===== config.mk =====
export PLATFORM = sky130hd
export DESIGN_NAME = vfs_supervisor
export DESIGN_NICKNAME = d
export VERILOG_FILES = /design/src/vfs_pkg.sv /design/src/vfs_persist.sv /design/src/vfs_supervisor.sv
export SDC_FILE = /design/constraint.sdc
export NUM_CORES = 1
export LEC_CHECK = 0
export BUFFER_PORTS_ARGS = -buffer_cell sky130_fd_sc_hd__buf_2
export CAP_MARGIN = 15
export CORE_UTILIZATION = 60
export CTS_CLUSTER_DIAMETER = 200
export DETAILED_ROUTE_END_ITERATION = 10
export GPL_TIMING_DRIVEN = 0
export HOLD_SLACK_MARGIN = 0.08
export PLACE_DENSITY_LB_ADDON = 0.08
export SYNTH_ARGS = -nofsm -noshare
export SYNTH_HDL_FRONTEND = slang
export SYNTH_SLANG_ARGS = --single-unit
export TNS_END_PERCENT = 100

===== constraint.sdc =====
create_clock -name mclk_in -period 2.6 [get_ports mclk_in]
set_input_delay 0.26 -clock mclk_in [delete_from_list [all_inputs] [get_ports mclk_in]]
set_output_delay 0.26 -clock mclk_in [all_outputs]
set_load 0.005 [all_outputs]

===== src/vfs_pkg.sv =====
// Purpose: Shared constants and types for the regulator fault supervisor
// Assumes: 100 MHz mclk_in
// Notes:   Comparator flags arrive from analog, asynchronous to mclk_in
package vfs_pkg;

	localparam int CLK_MHZ = 100;
	// Persistence times in microseconds
	localparam int OC_TIME_US = 120;
	localparam int BAL_TIME_US = 1000;
	localparam int UV_TIME_US = 1000;
	localparam int OV1_TIME_US = 1000;
	localparam int OC_CYCLES = OC_TIME_US * CLK_MHZ;
	localparam int BAL_CYCLES = BAL_TIME_US * CLK_MHZ;
	localparam int UV_CYCLES = UV_TIME_US * CLK_MHZ;
	localparam int OV1_CYCLES = OV1_TIME_US * CLK_MHZ;
	localparam int TMR_W = 17;

	// Threshold select codes: band index and phase config
	localparam logic [2:0] BAND_NONE = 3'h0;
	localparam int BAND_COUNT = 8;
	localparam int THR_W = 8;
	// Thresholds in units of 0.01 uA would be too wide; units are 1/3 uA
	// Default: 40 uA two-phase, 60 uA one-phase
	localparam logic [THR_W-1:0] THR_DEF_2PH = 8'h78;
	localparam logic [THR_W-1:0] THR_DEF_1PH = 8'hb4;

	typedef struct packed {
		logic oc;
		logic way_oc;
		logic imbalance;
		logic uv;
		logic ov1;
		logic ov2_high;
		logic ov2_low;
		logic over_temp;
	} vfs_cmp_type;

	typedef struct packed {
		logic oc;
		logic way_oc;
		logic imbalance;
		logic uv;
		logic ov1;
	} vfs_latch_type;

	typedef struct packed {
		logic high_side_on;
		logic low_side_on;
		logic pwm_enable;
	} vfs_gate_type;

	typedef enum logic [2:0] {
		ST_OFF,
		ST_SAMPLE,
		ST_SOFT_START,
		ST_RUN,
		ST_LATCHED
	} vfs_state_type;

	localparam logic [TMR_W-1:0] TMR_ZERO = 17'h0_0000;
	localparam logic [TMR_W-1:0] TMR_ONE = 17'h0_0001;
	localparam logic [15:0] SS_CYCLES = 16'h0_400;

endpackage


===== src/vfs_persist.sv =====
// Purpose: Persistence timer declaring a fault after an uninterrupted condition
// Assumes: cond_in already synchronised
// Notes:   Restarts from zero whenever the condition drops
`timescale 1ns/10ps
module vfs_persist #(
	parameter int CYCLES = 100
) (
	input  wire logic mclk_in,
	input  wire logic rst_n_in,
	input  wire logic cond_in,
	output logic      expired_out
);
	logic [vfs_pkg::TMR_W-1:0] count;
	logic [vfs_pkg::TMR_W-1:0] next_count;
	logic                      next_expired;
	localparam logic [vfs_pkg::TMR_W-1:0] LIMIT = vfs_pkg::TMR_W'(CYCLES - 1);

	always_comb begin
		next_count = vfs_pkg::TMR_ZERO;
		next_expired = 1'b0;
		if (cond_in) begin
			if (count >= LIMIT) begin
				next_count = count;
				next_expired = 1'b1;
			end else begin
				next_count = count + vfs_pkg::TMR_ONE;
			end
		end
	end

	always_ff @(posedge mclk_in or negedge rst_n_in) begin
		if (!rst_n_in) begin
			count <= vfs_pkg::TMR_ZERO;
			expired_out <= 1'b0;
		end else begin
			count <= next_count;
			expired_out <= next_expired;
		end
	end
endmodule


===== src/vfs_supervisor.sv =====
// Purpose: Fault supervision, gate shutdown, power-good and feedback switching
// Assumes: Comparator flags and straps are asynchronous pins, synchronised here
// Notes:   rst_n_in is the supply power-on reset
//
// Functional notes
// - Overcurrent declared after 120 us of continuous excess droop current.
// - Sample resistor band at start-up, hold threshold until regulator off.
// - No resistor: 40 uA two-phase, 60 uA one-phase; else table value.
// - Way-overcurrent at 2.5x: immediate PWM shutoff and power-good low.
// - Sense-input imbalance over 9 mV for 1 ms latches fault.
// - Output 300 mV under target for 1 ms latches undervoltage fault.
// - Output 200 mV over target for 1 ms latches first overvoltage.
// - These faults drop power-good and latch both gates off, tri-state.
// - Latched faults clear only on regulator-on low or supply reset.
// - After clear and re-enable, restart through soft-start.
// - Output above 1.55 V with regulator-on high: immediate second overvoltage, low sides on.
// - Low sides stay on until output under 0.85 V, then all off.
// - Discharge repeats each time output again exceeds 1.55 V while regulator-on is high.
// - Second overvoltage cleared only by supply power-on reset.
// - Second overvoltage detection stays armed even with other faults latched.
// - Thermistor under 1.18 V pulls throttle low, nothing else.
// - Aux feedback switch closed in two-phase mode, open in one-phase.
// - In one-phase configuration the aux switch stays open always.
`timescale 1ns/10ps
module vfs_supervisor (
	input  wire logic                       mclk_in,
	input  wire logic                       rst_n_in,
	input  wire logic                       regulator_on_in,
	input  wire logic                       one_phase_cfg_in,
	input  wire logic                       two_phase_mode_in,
	input  wire logic [2:0]                 comp_band_in,
	input  wire vfs_pkg::vfs_cmp_type       cmp_in,
	output logic [vfs_pkg::THR_W-1:0]       oc_threshold_out,
	output vfs_pkg::vfs_gate_type           gate_out,
	output logic                            soft_start_out,
	output logic                            power_good_out,
	output logic                            thermal_throttle_n_out,
	output logic                            aux_feedback_switch_out,
	output logic                            aux_feedback_track_out,
	output vfs_pkg::vfs_latch_type          fault_out,
	output logic                            ov2_fault_out
);
	// ------------------------------------------------------------
	// Input synchronisers
	// ------------------------------------------------------------
	localparam int SYNC_W = 8 + 1 + 1 + 1 + 3;
	logic [SYNC_W-1:0] sync_a;
	logic [SYNC_W-1:0] sync_b;
	logic [SYNC_W-1:0] next_sync_a;

	always_comb begin
		next_sync_a = {cmp_in, regulator_on_in, one_phase_cfg_in, two_phase_mode_in,
			comp_band_in};
	end

	always_ff @(posedge mclk_in or negedge rst_n_in) begin
		if (!rst_n_in) begin
			sync_a <= '0;
			sync_b <= '0;
		end else begin
			sync_a <= next_sync_a;
			sync_b <= sync_a;
		end
	end

	vfs_pkg::vfs_cmp_type cmp;
	logic                 reg_on;
	logic                 one_phase;
	logic                 two_mode;
	logic [2:0]           band;

	always_comb begin
		{cmp, reg_on, one_phase, two_mode, band} = sync_b;
	end

	// ------------------------------------------------------------
	// Threshold table
	// ------------------------------------------------------------
	// Units of 1/3 uA so every tabulated value is whole
	function automatic logic [vfs_pkg::THR_W-1:0] thr_lookup(input logic [2:0] b,
		input logic one_ph);
		logic [vfs_pkg::THR_W-1:0] t2;
		logic [vfs_pkg::THR_W-1:0] t1;
		t2 = vfs_pkg::THR_DEF_2PH;
		t1 = vfs_pkg::THR_DEF_1PH;
		case (b)
			3'h1: begin t2 = 8'h88; t1 = 8'hcc; end
			3'h2: begin t2 = 8'h7c; t1 = 8'hba; end
			3'h3: begin t2 = 8'h6c; t1 = 8'ha2; end
			3'h4: begin t2 = 8'h70; t1 = 8'hb4; end
			3'h5: begin t2 = 8'h74; t1 = 8'hcc; end
			3'h6: begin t2 = 8'h80; t1 = 8'hba; end
			3'h7: begin t2 = 8'h84; t1 = 8'ha2; end
			default: begin t2 = vfs_pkg::THR_DEF_2PH; t1 = vfs_pkg::THR_DEF_1PH; end
		endcase
		return one_ph ? t1 : t2;
	endfunction

	// ------------------------------------------------------------
	// Persistence timers
	// ------------------------------------------------------------
	logic oc_exp;
	logic bal_exp;
	logic uv_exp;
	logic ov1_exp;
	logic run_ok;

	vfs_persist #(.CYCLES(vfs_pkg::OC_CYCLES)) u_oc (
		.mclk_in     (mclk_in),
		.rst_n_in    (rst_n_in),
		.cond_in     (cmp.oc && run_ok),
		.expired_out (oc_exp)
	);
	vfs_persist #(.CYCLES(vfs_pkg::BAL_CYCLES)) u_bal (
		.mclk_in     (mclk_in),
		.rst_n_in    (rst_n_in),
		.cond_in     (cmp.imbalance && run_ok),
		.expired_out (bal_exp)
	);
	vfs_persist #(.CYCLES(vfs_pkg::UV_CYCLES)) u_uv (
		.mclk_in     (mclk_in),
		.rst_n_in    (rst_n_in),
		.cond_in     (cmp.uv && run_ok),
		.expired_out (uv_exp)
	);
	vfs_persist #(.CYCLES(vfs_pkg::OV1_CYCLES)) u_ov1 (
		.mclk_in     (mclk_in),
		.rst_n_in    (rst_n_in),
		.cond_in     (cmp.ov1 && run_ok),
		.expired_out (ov1_exp)
	);

	// ------------------------------------------------------------
	// Sequencer and latches
	// ------------------------------------------------------------
	vfs_pkg::vfs_state_type    state;
	vfs_pkg::vfs_state_type    next_state;
	vfs_pkg::vfs_latch_type    latch;
	vfs_pkg::vfs_latch_type    next_latch;
	logic                      ov2;
	logic                      next_ov2;
	logic                      discharge;
	logic                      next_discharge;
	logic [vfs_pkg::THR_W-1:0] thr;
	logic [vfs_pkg::THR_W-1:0] next_thr;
	logic [15:0]               ss_count;
	logic [15:0]               next_ss_count;
	logic                      any_fault;

	always_comb begin
		run_ok = (state == vfs_pkg::ST_RUN) || (state == vfs_pkg::ST_SOFT_START);
		any_fault = |latch;
	end

	always_comb begin
		next_state = state;
		next_latch = latch;
		next_ov2 = ov2;
		next_discharge = discharge;
		next_thr = thr;
		next_ss_count = ss_count;
		case (state)
			vfs_pkg::ST_OFF: begin
				if (reg_on) begin
					next_state = vfs_pkg::ST_SAMPLE;
				end
			end
			vfs_pkg::ST_SAMPLE: begin
				next_thr = thr_lookup(band, one_phase);
				next_ss_count = 16'h0_000;
				next_state = vfs_pkg::ST_SOFT_START;
			end
			vfs_pkg::ST_SOFT_START: begin
				next_ss_count = ss_count + 16'h0_001;
				if (ss_count == vfs_pkg::SS_CYCLES) begin
					next_state = vfs_pkg::ST_RUN;
				end
			end
			vfs_pkg::ST_RUN: begin
				if (any_fault) begin
					next_state = vfs_pkg::ST_LATCHED;
				end
			end
			vfs_pkg::ST_LATCHED: begin
				next_state = vfs_pkg::ST_LATCHED;
			end
			default: next_state = vfs_pkg::ST_OFF;
		endcase
		if (run_ok) begin
			next_latch.oc = latch.oc | oc_exp;
			next_latch.way_oc = latch.way_oc | cmp.way_oc;
			next_latch.imbalance = latch.imbalance | bal_exp;
			next_latch.uv = latch.uv | uv_exp;
			next_latch.ov1 = latch.ov1 | ov1_exp;
			if (|next_latch) begin
				next_state = vfs_pkg::ST_LATCHED;
			end
		end
		if (!reg_on) begin
			next_latch = '0;
			next_state = vfs_pkg::ST_OFF;
		end
		if (reg_on && cmp.ov2_high) begin
			next_ov2 = 1'b1;
			next_discharge = 1'b1;
		end else if (discharge && cmp.ov2_low) begin
			next_discharge = 1'b0;
		end
		if (next_ov2) begin
			next_state = (next_state == vfs_pkg::ST_OFF) ? vfs_pkg::ST_OFF
				: vfs_pkg::ST_LATCHED;
		end
	end

	always_ff @(posedge mclk_in or negedge rst_n_in) begin
		if (!rst_n_in) begin
			state <= vfs_pkg::ST_OFF;
			latch <= '0;
			ov2 <= 1'b0;
			discharge <= 1'b0;
			thr <= vfs_pkg::THR_DEF_2PH;
			ss_count <= 16'h0_000;
		end else begin
			state <= next_state;
			latch <= next_latch;
			ov2 <= next_ov2;
			discharge <= next_discharge;
			thr <= next_thr;
			ss_count <= next_ss_count;
		end
	end

	// ------------------------------------------------------------
	// Outputs
	// ------------------------------------------------------------
	vfs_pkg::vfs_gate_type next_gate;
	logic                  next_pg;
	logic                  next_tt_n;
	logic                  next_aux_sw;

	always_comb begin
		next_gate = '0;
		next_pg = 1'b0;
		if (discharge) begin
			next_gate.low_side_on = 1'b1;
		end else if (!ov2 && !any_fault && (next_latch == '0) && run_ok) begin
			next_gate.pwm_enable = 1'b1;
			next_gate.high_side_on = 1'b1;
			next_gate.low_side_on = 1'b1;
			next_pg = (state == vfs_pkg::ST_RUN);
		end
		next_tt_n = !cmp.over_temp;
		next_aux_sw = two_mode && !one_phase;
	end

	always_ff @(posedge mclk_in or negedge rst_n_in) begin
		if (!rst_n_in) begin
			gate_out <= '0;
			power_good_out <= 1'b0;
			thermal_throttle_n_out <= 1'b1;
			aux_feedback_switch_out <= 1'b0;
		end else begin
			gate_out <= next_gate;
			power_good_out <= next_pg;
			thermal_throttle_n_out <= next_tt_n;
			aux_feedback_switch_out <= next_aux_sw;
		end
	end

	always_comb begin
		oc_threshold_out = thr;
		soft_start_out = (state == vfs_pkg::ST_SOFT_START);
		aux_feedback_track_out = 1'b1;
		fault_out = latch;
		ov2_fault_out = ov2;
	end
endmodule


==> flow_summary_export.csv, run 1 <==
group,metric,value,unit
synth,yosys.area.top_type,"dfrtp_1",
synth,async_flop_share,100,%
routing,ant_nets,0,
pwr,p_per_area,656,nW/um2
global_routing,antenna_found_initial,0,
synth,synth_warnings,0,
worst_setup_path,r2r-start,"u_bal.count[14]$_DFFE_PN0N_",
synth,ys_top_cells_by_count,"dfrtp_1, nor2_1, nand2_1, o21ai_0, nand3_1",
worst_setup_path,cp_slowest_cell,"or4_1",
synth,syn_nets,658,
finish,final_area,7530,um2
worst_setup_path,endpoint,"u_bal.count[1]$_DFFE_PN0N_",
pwr,p_total,4.94,mW
finish,antenna_cells,0,
worst_setup_path,critical_path_class,"flop to flop",
synth,avgSynthCellArea,10.0,um2
floorplan,die_height,105,um
floorplan,initial_core_util,61.8,%
floorplan,die_x,105,um
floorplan,io_pins,38,
worst_setup_path,startpoint,"u_bal.count[14]$_DFFE_PN0N_",
worst_setup_path,crit_required,3.00,ns
floorplan,die_area,11000,um2
finish,syn2layout_area_growth,18.5,%
worst_setup_path,cp_common_cell,"buf_6",
worst_setup_path,path_cells,"or4_1, or4_4, o22ai_4, buf_6, buf_6, mux2i_1, nor2_1",
routing,viasPerCell,5.87,
global_routing,grt_pass1_vias,5009,
worst_setup_path,setup.worst_path.end_class,"flop",
worst_setup_path,cp.arrival,2.85,ns
sta,worstMarginPinSlew,0.774,ns
synth,synth_cell_types,57,
sta,hold_viol,0,
synth,synth.most_common_cell,"dfrtp_1",
synth,synth_flop_cell,"dfrtp_1",
sta,relSlewSlack,48.4,%
global_routing,grt_max_degree,92,
routing,drt-total-wl,13300,um
synth,synth_edf_count,0,
sta,setup_viol,0,
routing,dr.pass1.iters,5,
run_status,status,"finished clean",
placed_design,dpl.cell_count,805,
clock_network,clkTransAtPathRegs,0.06,ns
global_routing,grt.total_usage,26.9,%
worst_setup_path,cpPeakStageDelay,0.57,ns
synth,synthTopCellsByArea,"dfrtp_1, xnor2_1, nor2_1",
floorplan,core,10300,um2
placed_design,io_buffers,35,
synth,yosysSeqAreaShare,54.4,%
sta,finalCritPeriodShare,94.3,%
finish,final_nets,730,
sta,fmax,408,MHz
routing,avgRoutedWirePerCell,15.5,um
min_path,hp-class,"input port to async pin",
floorplan,rows,37,
finish,fillCellCount,744,
clock_network,cts_tree,"done",
placed_design,placed_area,6740,um2
clock_network,htreeDepth,4,
pwr,p_leak,3.20,nW
synth,synth_top_area_share,52.4,%
clock_network,cts_made_buffers,17,
global_routing,grt_pass1_wl,23400,um
worst_setup_path,startpoint_type,"flop",
worst_setup_path,rr_worst_depth,7,
routing,detail_route.drc_violations,0,
clock_network,clock_latency,0.54,ns
flow_run,cap_violations,0,
synth,ys_ff_latch,138,
worst_setup_path,worstPathMaxFanout,10,
placed_design,dp_hpwl,8630,um
global_routing,gr-total-overflow,0,
routing,drt_iter0_markers,252,
synth,netlist_area,6360,um2
clock_network,ctsRootBufferMaster,"clkbuf_8",
sta,rsz0062_at_grt,"no",
clock_network,cts.sinks,138,
pwr,max-vdd-ir-drop,0.000715,V
sta,clock-skew-final,0.00659,ns
synth,synthCells,633,
sta,fin_crit,2.45,ns
worst_setup_path,r2r_slack,0.15,ns
clock_network,cts_resized,0,
routing,vias,5010,
clock_network,cts_buffer_depth,2,
finish,drive_gt1_share,12.7,%
finish,final_cell_count_no_fill,854,
worst_setup_path,r2r-end,"u_bal.count[1]$_DFFE_PN0N_",
placed_design,routabilityCongestion,0.895,
sta,finalMaxSlewViolations,0,
-- routing by layer --
layer  vias up  wire [um]  global-route usage [%]
li1       2410          -                       -
met1      2447       5930                    34.9
met2       121       6550                    43.0
met3        32        472                    7.05
met4         0        314                    11.6
met5         -          0                       0
-- worst max-delay path, delay by kind of cell, from the launching register on --
kind                   cells  cell delay (ns)
buffers and inverters      2             0.33
AO/OA/AOI/OAI              1             0.20
multiplexers               1             0.18
AND/OR/NAND/NOR            3             1.19
flip-flops                 1             0.41
-- where the power goes --
| part | internal [mW] | switching, mW | leakage [nW] | total (mW) |
|---|---|---|---|---|
| Sequential | 2.21 | 0.0275 | 1.83 | 2.24 |
| Clock | 1.62 | 0.935 | 0.297 | 2.55 |
| Combinational | 0.0692 | 0.0856 | 1.07 | 0.155 |
| Total | 3.89 | 1.05 | 3.20 | 4.94 |
-- layout by cell type (no fill, tap or decap), types with 7 or more instances in the layout --
cell type / n
nor2_1: 65
or4_1: 7
a211oi_1: 10
xor2_1: 10
clkbuf_16: 16
nand4_1: 24
buf_2: 34
o21ai_1: 9
dlygate4sd3_1: 15
nor3_1: 15
clkbuf_1: 19
and3_1: 14
mux2i_1: 7
inv_1: 18
or3_1: 16
nand2_1: 51
ha_1: 9
nor4_1: 13
dfrtp_1: 133
xnor2_1: 28
nand3_1: 32
a21oi_1: 29
o21ai_0: 34
nor2b_1: 8
-- layout make-up --
cell class	count	area (um2)	area share, %
buffer	25	120	1.59
clock buffer	19	442	5.86
clock inverter	13	190	2.52
sequential	138	3460	45.9
tap	136	170	2.26
inverter	19	71.3	0.947
timing repair buffer	53	374	4.97
multi-input combinational	451	2710	35.9
-- repair_timing --
action	in CTS	in global routing
endpoints found under the setup margin	0	1
endpoints found under the hold margin	61	0
hold buffers	15	0
setup buffers	0	2
-- state kept, by name, indices dropped and copies added, names as in the netlist, 2 cells and up --
signal and flops:
u_bal.count 17, u_oc.count 17, u_ov1.count 17, u_uv.count 17
ss_count 16, sync_a 14, sync_b 14, oc_threshold_out 7
fault_out 5, state 3, gate_out 2
-- metrics by stage --
| stage | hold slack [ns] | setup TNS, ns | util [%] | worst slack (ns) |
|---|---|---|---|---|
| 6_report | 0.214 | 0 | 73.3 | 0.149 |
| 5_1_grt | 0.234 | 0 | 73.3 | 0.0314 |
| 4_1_cts | 0.219 | 0 | 73.1 | 0.128 |
| 3_5_place_dp | 0.224 | 0 | 65.5 | 0.140 |
| 3_3_place_gp | 0.332 | -66.16 | 65.2 | -0.508 |
| 2_1_floorplan | -0.0356 | 0 | - | 0.347 |
-- worst min-delay path by stage --
stage | depth (start not counted) | slack, ns | to
floorplan | 0 | -0.04 | aux_feedback_switch_out$_DFF_PN0_
global placement | 0 | 0.33 | sync_b[3]$_DFF_PN0_
detailed placement | 1 | 0.22 | ss_count[0]$_DFFE_PN0P_
CTS | 2 | 0.22 | ss_count[0]$_DFFE_PN0P_
global route | 2 | 0.23 | ss_count[0]$_DFFE_PN0P_
finish | 2 | 0.21 | ss_count[0]$_DFFE_PN0P_
-- logic make-up (layout without fill, tap and decap cells) --
family / count (synthesis) / in the layout / share of synthesized area (%)
compound gates: 123 / 123 / 12.3
xor+xnor: 38 / 38 / 5.24
fa+ha+maj: 9 / 9 / 1.77
buf+inv: 44 / 129 / 3.01
flops: 138 / 138 / 54.4
mux: 7 / 7 / 1.10
other cells: 2 / 2 / 0.118
simple gates: 272 / 272 / 22.0
(Power assumes the default switching activity.)
==> run 2: changes to the inputs <==
==> constraint.sdc (replaced) <==
create_clock -name mclk_in -period 2.6 [get_ports mclk_in]
set_input_delay 0.52 -clock mclk_in [delete_from_list [all_inputs] [get_ports mclk_in]]
set_output_delay 0.52 -clock mclk_in [all_outputs]
set_load 0.005 [all_outputs]
==> flow_summary_export.csv, run 2 (synthesis results as in run 1) <==
group,metric,value,unit
routing,avgRoutedWirePerCell,15.3,um
sta,fin_crit,2.48,ns
worst_setup_path,cp.arrival,1.96,ns
global_routing,grt_pass1_vias,4902,
clock_network,cts_buffer_depth,2,
finish,drive_gt1_share,12.5,%
pwr,p_total,4.93,mW
global_routing,grt_pass1_wl,22900,um
sta,worstMarginPinSlew,0.778,ns
floorplan,die_x,105,um
worst_setup_path,cpPeakStageDelay,0.49,ns
worst_setup_path,worstPathMaxFanout,10,
global_routing,grt_max_degree,92,
clock_network,cts_made_buffers,17,
floorplan,die_height,105,um
sta,setup_viol,0,
global_routing,grt.total_usage,26.3,%
sta,relSlewSlack,48.2,%
sta,rsz0062_at_grt,"no",
routing,detail_route.drc_violations,0,
finish,final_common_cell,"dfrtp_1",
floorplan,rows,37,
routing,dr.pass1.iters,5,
run_status,status,"finished clean",
min_path,hp-class,"input port to flop",
clock_network,cts_resized,0,
routing,viasPerCell,5.85,
pwr,max-vdd-ir-drop,0.000705,V
finish,syn2layout_area_growth,17.7,%
clock_network,htreeDepth,4,
placed_design,dp_hpwl,8630,um
flow_run,cap_violations,0,
finish,fillCellCount,757,
clock_network,cts.sinks,138,
worst_setup_path,crit_family,"flip-flops",
worst_setup_path,path_cells,"or3b_2, clkbuf_1, clkinv_1, buf_2",
finish,multiInputGateArea,2710,um2
sta,fin_setup_tns,0,ns
worst_setup_path,startpoint_type,"flop",
worst_setup_path,setup.worst_path.end_class,"output port",
pwr,p_leak,3.18,nW
finish,final_area,7480,um2
sta,fmax,403,MHz
routing,drt_iter0_markers,262,
floorplan,core,10300,um2
finish,regArea,3460,um2
floorplan,initial_core_util,61.8,%
sta,finalMaxSlewViolations,0,
worst_setup_path,critical_path_class,"flop to output port",
floorplan,die_area,11000,um2
clock_network,clock_latency,0.53,ns
placed_design,io_buffers,35,
routing,drt-total-wl,13000,um
routing,ant_nets,0,
routing,vias,4959,
worst_setup_path,crit_required,2.08,ns
finish,final_core_utilization,72.8,%
finish,final_nets,724,
global_routing,antenna_found_initial,0,
sta,hold_viol,0,
pwr,p_per_area,659,nW/um2
sta,finalCritPeriodShare,95.3,%
clock_network,ctsRootBufferMaster,"clkbuf_8",
finish,final_cell_mix,"dfrtp_1, nor2_1, nand2_1, o21ai_0, buf_2",
clock_network,cts_tree,"done",
placed_design,placed_area,6740,um2
floorplan,io_pins,38,
worst_setup_path,cp_num_buf_inv,3,
placed_design,routabilityCongestion,0.895,
global_routing,gr-total-overflow,0,
finish,antenna_cells,0,
worst_setup_path,cp_slowest_cell,"dfrtp_1",
sta,clock-skew-final,0.00610,ns
clock_network,clkTransAtPathRegs,0.06,ns
[run 2: power breakdown]
| group | internal (mW) | switching [mW] |
|---|---|---|
| Combinational | 0.0662 | 0.0851 |
| Clock | 1.62 | 0.927 |
| Sequential | 2.21 | 0.0275 |
[run 2: what timing repair did]
item | CTS | global route
setup endpoints to repair | 1 | 0
hold buffers | 11 | 1
setup buffers | 0 | 0
endpoints found under the hold margin | 57 | 1
[run 2: path summary, 6_finish.rpt]
kind                                              from                         endpoint  slack, ns  cells past startpoint
min reg2reg                        sync_a[9]$_DFF_PN0_              sync_b[9]$_DFF_PN0_       0.35                      0
max in group asynchronous                     rst_n_in  oc_threshold_out[5]$_DFFE_PN1P_       1.32                      3
max reg2reg                u_bal.count[14]$_DFFE_PN0N_       u_bal.count[1]$_DFFE_PN0N_       0.13                      7
min                                    comp_band_in[2]              sync_a[2]$_DFF_PN0_       0.11                      1
min in group asynchronous                     rst_n_in          ss_count[0]$_DFFE_PN0P_       0.48                      2
max                                 state[1]$_DFF_PN0_                   soft_start_out       0.12                      4
[run 2: layout make-up]
class                      count  area share, %
inverter                      19          0.953
timing repair buffer          48           4.40
tap                          136           2.27
multi-input combinational    451           36.1
clock inverter                13           2.54
sequential                   138           46.2
buffer                        24           1.55
clock buffer                  19           5.90
[run 2: metal layers]
metal  wire length (um)  vias to the layer above  global-route usage, %
li1                   -                     2396                      -
met5                  0                        -                      0
met2               6340                      111                   42.1
met1               5910                     2427                   34.6
met4                250                        0                   9.86
met3                476                       25                   6.80
[run 2: through the flow]
stage	worst slack [ns]	hold slack (ns)	cells
after floorplan	0.347	0.224	633
after global placement	-0.768	0.332	804
after detailed placement	0.140	0.336	805
after CTS	0.0975	0.0827	847
after global routing	0.00359	0.0848	848
final	0.121	0.113	848
